[src/core/tcsa_pkg.sv]
package tcsa_pkg;

  // termination seen on one configuration-channel pin, as presented by the far end
  typedef enum logic [1:0] {
    TERM_OPEN = 2'h0,
    TERM_RD   = 2'h1,
    TERM_RA   = 2'h2,
    TERM_RP   = 2'h3
  } tcsa_term_t;

  // attach states, gray coded along unattached -> attached -> debug -> audio
  typedef enum logic [2:0] {
    ST_UNATTACHED = 3'h0,
    ST_ATTACHED   = 3'h1,
    ST_DBG_UNOR   = 3'h3,
    ST_DBG_OR     = 3'h2,
    ST_AUDIO      = 3'h6
  } tcsa_state_t;

  // pin-side outputs that must change together
  typedef struct packed {
    logic orient_oe;
    logic bus_power_oe;
    logic vconn_cc1;
    logic vconn_cc2;
  } tcsa_pins_t;

  localparam logic [7:0] CONN_SUMMARY_OFFSET = 8'h0E;
  localparam logic [7:0] ATTACH_STATE_OFFSET = 8'h11;

  localparam logic [7:0] CODE_NONE = 8'h00;
  localparam logic [7:0] CODE_SINK = 8'h2D;
  localparam logic [7:0] CODE_SINK_VCONN = 8'h2F;
  localparam logic [7:0] CODE_DEBUG = 8'h6D;
  localparam logic [7:0] CODE_AUDIO = 8'h81;

  // attach state code values; arbitrary encoding of the state machine
  localparam logic [7:0] OPST_UNATTACHED = 8'h00;
  localparam logic [7:0] OPST_ATTACHED = 8'h01;
  localparam logic [7:0] OPST_DBG_UNOR = 8'h02;
  localparam logic [7:0] OPST_DBG_OR = 8'h03;
  localparam logic [7:0] OPST_AUDIO = 8'h04;

  localparam logic [7:0] REG_RESET = 8'h00;

  // default-load time after reset: 30 ms at 50 MHz
  localparam int LOAD_TIME_US = 30000;
  localparam int CLK_MHZ = 50;
  localparam int LOAD_CYCLES = LOAD_TIME_US * CLK_MHZ;

endpackage

[src/core/tcsa_load_timer.sv]
`timescale 1ns/1ps
`default_nettype none

// counts the default-load period after reset and raises a ready level
module tcsa_load_timer #(
  parameter int CYCLES = 1500000
) (
  // clock and reset
  input wire logic core_clk,
  input wire logic rst_n,
  // status
  output logic ready
);

  logic [31:0] cnt_q;

  always_ff @(posedge core_clk or negedge rst_n) begin
    if (!rst_n) begin
      cnt_q <= 32'h0;
      ready <= 1'b0;
    end else if (!ready) begin
      if (cnt_q >= 32'(CYCLES - 1)) begin
        ready <= 1'b1;
      end else begin
        cnt_q <= cnt_q + 32'h1;
      end
    end
  end

endmodule

`default_nettype wire

[src/core/tcsa_attach_decode.sv]
`timescale 1ns/1ps
`default_nettype none

module tcsa_attach_decode #(
  parameter int LOAD_CYCLES = tcsa_pkg::LOAD_CYCLES
) (
  // clock and reset
  input wire logic core_clk,
  input wire logic rst_n,
  // far-end terminations on the two CC pins
  input wire logic [1:0] cc1_term,
  input wire logic [1:0] cc2_term,
  // register read port
  input wire logic [7:0] reg_addr,
  output logic [7:0] reg_rdata,
  output logic regs_ready,
  // pin controls, active-low open-drain style: oe high pulls the pin low
  output logic orient_out,
  output logic orient_oe,
  output logic bus_power_enable_out,
  output logic bus_power_enable_oe,
  output logic vconn_cc1_on,
  output logic vconn_cc2_on,
  // status
  output logic [7:0] connection_summary_code,
  output logic [7:0] attach_state_code
);

  tcsa_pkg::tcsa_term_t t1;
  tcsa_pkg::tcsa_term_t t2;
  tcsa_pkg::tcsa_state_t state_q;
  tcsa_pkg::tcsa_state_t state_d;
  tcsa_pkg::tcsa_pins_t pins_d;
  tcsa_pkg::tcsa_pins_t pins_q;
  logic [7:0] conn_d;
  logic [7:0] opst_d;
  logic load_done;

  // exact match of the pin pair; pin one is always the first argument, so a
  // swapped call reads as the flipped plug
  function automatic logic pair_is(
    input tcsa_pkg::tcsa_term_t a,
    input tcsa_pkg::tcsa_term_t b,
    input tcsa_pkg::tcsa_term_t x,
    input tcsa_pkg::tcsa_term_t y
  );
    return (a == x) && (b == y);
  endfunction

  // a sink pull-down on one pin and a cable termination on the other, either way round
  function automatic logic sink_with_cable(
    input tcsa_pkg::tcsa_term_t a,
    input tcsa_pkg::tcsa_term_t b
  );
    return pair_is(a, b, tcsa_pkg::TERM_RD, tcsa_pkg::TERM_RA) ||
      pair_is(a, b, tcsa_pkg::TERM_RA, tcsa_pkg::TERM_RD);
  endfunction

  // terminations are those the far end presents, not our own Rp
  assign t1 = tcsa_pkg::tcsa_term_t'(cc1_term);
  assign t2 = tcsa_pkg::tcsa_term_t'(cc2_term);

  // decode is purely from the current pair; debounce lives in the analog front end
  // a pair that matches no branch leaves every output at its idle value
  always_comb begin
    state_d = tcsa_pkg::ST_UNATTACHED;
    pins_d = '0;
    conn_d = tcsa_pkg::CODE_NONE;
    opst_d = tcsa_pkg::OPST_UNATTACHED;
    if (pair_is(t1, t2, tcsa_pkg::TERM_RD, tcsa_pkg::TERM_RD)) begin
      // no orientation can be told from two pull-downs
      state_d = tcsa_pkg::ST_DBG_UNOR;
      pins_d.bus_power_oe = 1'b1;
      conn_d = tcsa_pkg::CODE_DEBUG;
      opst_d = tcsa_pkg::OPST_DBG_UNOR;
    end else if (pair_is(t1, t2, tcsa_pkg::TERM_RD, tcsa_pkg::TERM_OPEN)) begin
      state_d = tcsa_pkg::ST_ATTACHED;
      pins_d.bus_power_oe = 1'b1;
      conn_d = tcsa_pkg::CODE_SINK;
      opst_d = tcsa_pkg::OPST_ATTACHED;
    end else if (pair_is(t1, t2, tcsa_pkg::TERM_OPEN, tcsa_pkg::TERM_RD)) begin
      // flipped plug: orientation pin pulled low
      state_d = tcsa_pkg::ST_ATTACHED;
      pins_d.orient_oe = 1'b1;
      pins_d.bus_power_oe = 1'b1;
      conn_d = tcsa_pkg::CODE_SINK;
      opst_d = tcsa_pkg::OPST_ATTACHED;
    end else if (pair_is(t1, t2, tcsa_pkg::TERM_RD, tcsa_pkg::TERM_RA)) begin
      // VCONN goes to the pin that shows the cable termination, except after a debug attach
      state_d = tcsa_pkg::ST_ATTACHED;
      pins_d.bus_power_oe = 1'b1;
      pins_d.vconn_cc2 = 1'b1;
      conn_d = tcsa_pkg::CODE_SINK_VCONN;
      opst_d = tcsa_pkg::OPST_ATTACHED;
    end else if (pair_is(t1, t2, tcsa_pkg::TERM_RA, tcsa_pkg::TERM_RD)) begin
      state_d = tcsa_pkg::ST_ATTACHED;
      pins_d.orient_oe = 1'b1;
      pins_d.bus_power_oe = 1'b1;
      pins_d.vconn_cc1 = 1'b1;
      conn_d = tcsa_pkg::CODE_SINK_VCONN;
      opst_d = tcsa_pkg::OPST_ATTACHED;
    end else if (pair_is(t1, t2, tcsa_pkg::TERM_RA, tcsa_pkg::TERM_RA)) begin
      // an audio adapter takes no bus power and no VCONN
      state_d = tcsa_pkg::ST_AUDIO;
      conn_d = tcsa_pkg::CODE_AUDIO;
      opst_d = tcsa_pkg::OPST_AUDIO;
    end
    // everything else (both open, Ra with open, Rp on both) stays unattached
  end

  // the oriented debug state is reached from a debug attach when one pin
  // drops to Ra while the other stays Rd; outside the debug states no history is kept
  tcsa_pkg::tcsa_state_t state_f;
  tcsa_pkg::tcsa_pins_t pins_f;
  logic [7:0] opst_f;
  logic [7:0] conn_f;

  always_comb begin
    state_f = state_d;
    pins_f = pins_d;
    opst_f = opst_d;
    conn_f = conn_d;
    unique case (state_q)
      tcsa_pkg::ST_DBG_UNOR,
      tcsa_pkg::ST_DBG_OR: begin
        // the same pair from idle would mean a powered cable; history tells them apart
        if (sink_with_cable(t1, t2)) begin
          state_f = tcsa_pkg::ST_DBG_OR;
          pins_f = '0;
          pins_f.bus_power_oe = 1'b1;
          pins_f.orient_oe = (t2 == tcsa_pkg::TERM_RD);
          opst_f = tcsa_pkg::OPST_DBG_OR;
          conn_f = tcsa_pkg::CODE_DEBUG;
        end
      end
      tcsa_pkg::ST_UNATTACHED,
      tcsa_pkg::ST_ATTACHED,
      tcsa_pkg::ST_AUDIO: begin
        // the fresh decode of the current pair stands
      end
      default: begin
        // an unused code falls back to the fresh decode, which recovers next edge
      end
    endcase
  end

  // one edge updates state, pins and both codes: no torn view is visible
  always_ff @(posedge core_clk or negedge rst_n) begin
    if (!rst_n) begin
      state_q <= tcsa_pkg::ST_UNATTACHED;
      pins_q <= '0;
      connection_summary_code <= tcsa_pkg::REG_RESET;
      attach_state_code <= tcsa_pkg::REG_RESET;
    end else begin
      state_q <= state_f;
      pins_q <= pins_f;
      connection_summary_code <= conn_f;
      attach_state_code <= opst_f;
    end
  end

  assign orient_oe = pins_q.orient_oe;
  assign bus_power_enable_oe = pins_q.bus_power_oe;
  assign vconn_cc1_on = pins_q.vconn_cc1;
  assign vconn_cc2_on = pins_q.vconn_cc2;
  // both pins only ever pull low or float, so the level is a constant low;
  // it still comes from a flop so every output leaves the block registered
  always_ff @(posedge core_clk or negedge rst_n) begin
    if (!rst_n) begin
      orient_out <= 1'b0;
      bus_power_enable_out <= 1'b0;
    end else begin
      orient_out <= 1'b0;
      bus_power_enable_out <= 1'b0;
    end
  end

  tcsa_load_timer #(
    .CYCLES(LOAD_CYCLES)
  ) u_load (
    .core_clk(core_clk),
    .rst_n(rst_n),
    .ready(load_done)
  );

  // codes read as zero until defaults are loaded; host must wait for ready
  always_ff @(posedge core_clk or negedge rst_n) begin
    if (!rst_n) begin
      reg_rdata <= 8'h00;
      regs_ready <= 1'b0;
    end else begin
      regs_ready <= load_done;
      if (!load_done) begin
        reg_rdata <= 8'h00;
      end else if (reg_addr == tcsa_pkg::CONN_SUMMARY_OFFSET) begin
        reg_rdata <= conn_f;
      end else if (reg_addr == tcsa_pkg::ATTACH_STATE_OFFSET) begin
        reg_rdata <= opst_f;
      end else begin
        reg_rdata <= 8'h00;
      end
    end
  end

endmodule

`default_nettype wire

[config.mk]
export PLATFORM = sky130hd
export DESIGN_NAME = tcsa_attach_decode
export DESIGN_NICKNAME = d
export VERILOG_FILES = /design/src/core/tcsa_pkg.sv /design/src/core/tcsa_load_timer.sv /design/src/core/tcsa_attach_decode.sv
export SDC_FILE = /design/constraint.sdc
export NUM_CORES = 1
export LEC_CHECK = 0
export ABC_AREA = 1
export BUFFER_PORTS_ARGS = -buffer_cell sky130_fd_sc_hd__buf_2
export CORE_UTILIZATION = 60
export CTS_CLUSTER_DIAMETER = 200
export DETAILED_ROUTE_END_ITERATION = 8
export MAX_ROUTING_LAYER = met4
export PLACE_DENSITY = 0.85
export SETUP_SLACK_MARGIN = 0.15
export SLEW_MARGIN = 20
export SYNTH_ARGS = -nofsm -noshare
export SYNTH_HDL_FRONTEND = slang
export SYNTH_SLANG_ARGS = --single-unit
[constraint.sdc]
create_clock -name core_clk -period 3.1 [get_ports core_clk]
set_input_delay 0 -clock core_clk [delete_from_list [all_inputs] [get_ports core_clk]]
set_output_delay 0 -clock core_clk [all_outputs]
set_load 0.01 [all_outputs]
==> qor.csv <==
stage;metric;value;unit
drt;initial drt markers;157;
global_routing;vias in the first global route;1871;
worst_setup_path;CP required;3.30;ns
sta;setup TNS;0;ns
cts;Clock Latency Late Sink;0.30;ns
cells_and_area;Layout area overhead;8.855;%
drt;wl on met1;2.223;mm
global_routing;remaining global-route overflow;0;
cts;htree depth;2;
sta;Slew Viols, Final;0;
cells_and_area;sequential cell area;0.001276;mm²
logic_synthesis;sequential fraction of the synthesis area;0.4990;
drt;Via density;5.022;
cts;CTS tree;built;
logic_synthesis;Mapped Area;0.002557;mm²
worst_setup_path;worst-path cell chain;ha_1 > inv_1 > nor2_2 > nand2_1 > nand2_1 > nand2_1 > nand2_1 > nand2_2 > nand2_2 > nand2_1 > nand2_1;
power_and_ir_drop;pwr dens;405.2;mW/mm²
sta;Hold Vio Cnt, Final;0;
worst_setup_path;Critical Path AT;2.28;ns
worst_setup_path;R2R depth;11;
hold_path;worst hold path class;primary input to register;
sta;clock skew;0.003268;ns
cells_and_area;share of cells above drive strength 1;0.1352;
cts;CTS Buf Count;5;
drt;drc violations;0;
worst_setup_path;slowest CP cell;dfrtp_1;
sta;Period minus WS final;2.084;ns
floorplan;I/O pin count;45;
logic_synthesis;top cells by area, synth;dfrtp_1 50%, nand2_1 16%, nor2_1 7.0%, nand3_1 5.9%, buf_4 4.4%;
logic_synthesis;average size of a mapped cell;7.750;µm²
run;max-capacitance violation count;0;
drt;DR WL met2;2.206;mm
global_routing;global-route wire length before repair;8.107;mm
sta;final period utilization;0.6721;
cells_and_area;footprint of the multi-input gates;0.001035;mm²
cts;Root Buffer;clkbuf_8;
placement;# port buffers;35;
logic_synthesis;area leader, netlist;dfrtp_1;
worst_setup_path;nature of the critical path startpoint;register;
worst_setup_path;Reg2Reg Setup Slack;1.02;ns
sta;Slew @ Worst Pin;0.8105;ns
cells_and_area;Antenna diodes;0;
worst_setup_path;CP peak stage delay;0.44;ns
power_and_ir_drop;maximum vdd ir drop;246.3;µV
cells_and_area;Util after Layout;0.6861;
sta;unrepaired setup endpoints after global routing;no;
placement;gpl congestion;0.9327;
cts;clk buf depth;2;
cts;CTS sink cnt;51;
global_routing;largest net degree at the start of global routing;52;
floorplan;Starting Density;0.6303;
worst_setup_path;Worst Setup End Kind;register;
floorplan;die width;67.29;µm
power_and_ir_drop;total power;1.128;mW
drt;post-DR wirelength/cell;11.65;µm
global_routing;GRT Util Overall;0.2484;
drt;via count;2034;
cts;post_cts resized;0;
global_routing;antenna violations before repair;0;
drt;final WL;4.718;mm
floorplan;die height;67.29;µm
sta;Slew HR;0.4577;
drt;Detailed Routing Iterations Pass 1;4;
drt;Antenna Nets Post-Route;0;
power_and_ir_drop;Leak;1.485;nW
floorplan;row count;23;
logic_synthesis;Synth Instances;330;
sta;setup violators final;0;
logic_synthesis;Yosys warnings;0;
cts;clock slew at reported path FFs;0.09;ns
hold_path;WHS Path Cells;3;
cells_and_area;NumNets Final;369;
logic_synthesis;share of the synthesized area in the top cell type;0.4990;
drt;routed wl met3;239;µm
worst_setup_path;most frequent cell on the critical path;nand2_1;
worst_setup_path;Max Fanout on Critical Path;22;
drt;Top Metal Used;met4;
run_status;status;complete, no violations;
floorplan;die area;0.004527;mm²
floorplan;core area;0.004058;mm²
worst_setup_path;kind of critical path;register to register;
placement;dpl hpwl;3.371;mm
sta;fmax;0.4799;GHz
logic_synthesis;post-synthesis register bit count;51;
logic_synthesis;Distinct cells, synth;22;
cells_and_area;fillcell total;331;
-- registers in the layout (all words and copies together), names as in the netlist --
register and count:
connection_summary_code 3, state_q 1, orient_oe 1, regs_ready 1
u_load.cnt_q 32, reg_rdata 6, vconn_cc2_on 1, vconn_cc1_on 1
bus_power_enable_oe 1, attach_state_code 3, u_load.ready 1
-- critical path: cells and delay by family (launching register included) --
family                     cells  cell delay, ns
and+or+nand+nor                9            1.16
buffers and inverters          1            0.09
DFF                            1            0.44
adders and majority gates      1            0.28
-- final cells by class --
type                       count  share of cell area
clock buffer                   5             0.02472
clock inverter                 3            0.008539
inverter                      22             0.02966
multi-input combinational    233              0.3717
sequential                    51              0.4584
tap                           50             0.02247
timing repair buffer          41             0.08449
-- path summary, 6_finish.rpt --
kind	from	endpoint
hold reg to reg	u_load.cnt_q[26]	u_load.cnt_q[26]
hold / removal	cc2_term[1]	attach_state_code[2]
min in group asynchronous	rst_n	u_load.cnt_q[23]
setup reg to reg	u_load.cnt_q[0]	u_load.cnt_q[3]
setup / recovery	u_load.cnt_q[0]	u_load.cnt_q[3]
max in group asynchronous	rst_n	reg_rdata[5]
-- per-stage QoR --
step	hold WS, ns	instances	setup slack, ns	area [µm²]
global placement	0.2259	392	1.122	2639
CTS	0.01676	405	1.033	2781
floorplan	-0.2956	338	1.606	2587
detailed placement	0.2371	392	1.051	2639
global route	0.01762	405	0.8704	2784
finish	0.01601	405	1.016	2784
-- where the power goes --
part	internal, mW	leakage, nW	switching [mW]
Clock	0.163	0.0461	0.225
Sequential	0.673	0.689	0.00237
Combinational	0.0221	0.750	0.0430
Total	0.858	1.48	0.270
-- synth_stat cells --
cell type / n
nand2_2: 2
ha_1: 1
nand3b_1: 3
nand3_1: 30
nand4_1: 5
nor2_2: 2
conb_1: 1
nor3_1: 1
o21ai_0: 4
buf_4: 15
nand2_1: 110
xnor2_1: 7
a21oi_1: 3
buf_2: 2
clkbuf_1: 11
dfrtp_1: 51
buf_6: 2
buf_1: 2
nor2_1: 48
xor2_1: 6
inv_1: 22
nor4_1: 2
-- repair_timing --
action,CTS,global route
hold buffers,5,0
hold endpoints to repair,56,0
buffers inserted,0,0
-- layout by cell type (no fill, tap or decap) --
cell type | Yosys | layout
nand2_1 | 110 | 110
dfrtp_1 | 51 | 51
nor2_1 | 48 | 48
buf_2 | 2 | 34
nand3_1 | 30 | 30
inv_1 | 22 | 22
conb_1 | 1 | 9
xnor2_1 | 7 | 7
xor2_1 | 6 | 6
nand4_1 | 5 | 5
clkbuf_8 | 0 | 5
dlygate4sd3_1 | 0 | 5
o21ai_0 | 4 | 4
a21oi_1 | 3 | 3
nand3b_1 | 3 | 3
nor4_1 | 2 | 2
nor2_2 | 2 | 2
nand2_2 | 2 | 2
buf_4 | 15 | 2
nor3_1 | 1 | 1
ha_1 | 1 | 1
clkinv_2 | 0 | 1
clkinvlp_4 | 0 | 1
inv_8 | 0 | 1
-- kinds of logic (layout without fill, tap and decap cells) --
family                   after synthesis  after routing  synth area share
AO/OA/AOI/OAI                          7              7           0.01370
buffers and inverters                 54             71            0.1081
flip-flops                            51             51            0.4990
other                                  1              9          0.001466
adder cells (fa/ha/maj)                1              1          0.004892
XOR/XNOR                              13             13           0.04452
AND/OR/NAND/NOR                      203            203            0.3283
-- routing by layer --
| layer | up-vias | global-route usage |
|---|---|---|
| li1 | 1042 | - |
| met1 | 920 | 0.3190 |
| met2 | 66 | 0.3850 |
| met3 | 6 | 0.05743 |
| met4 | 0 | 0.08777 |
| met5 | - | - |
Note: power is estimated with default switching activity, not from simulation.
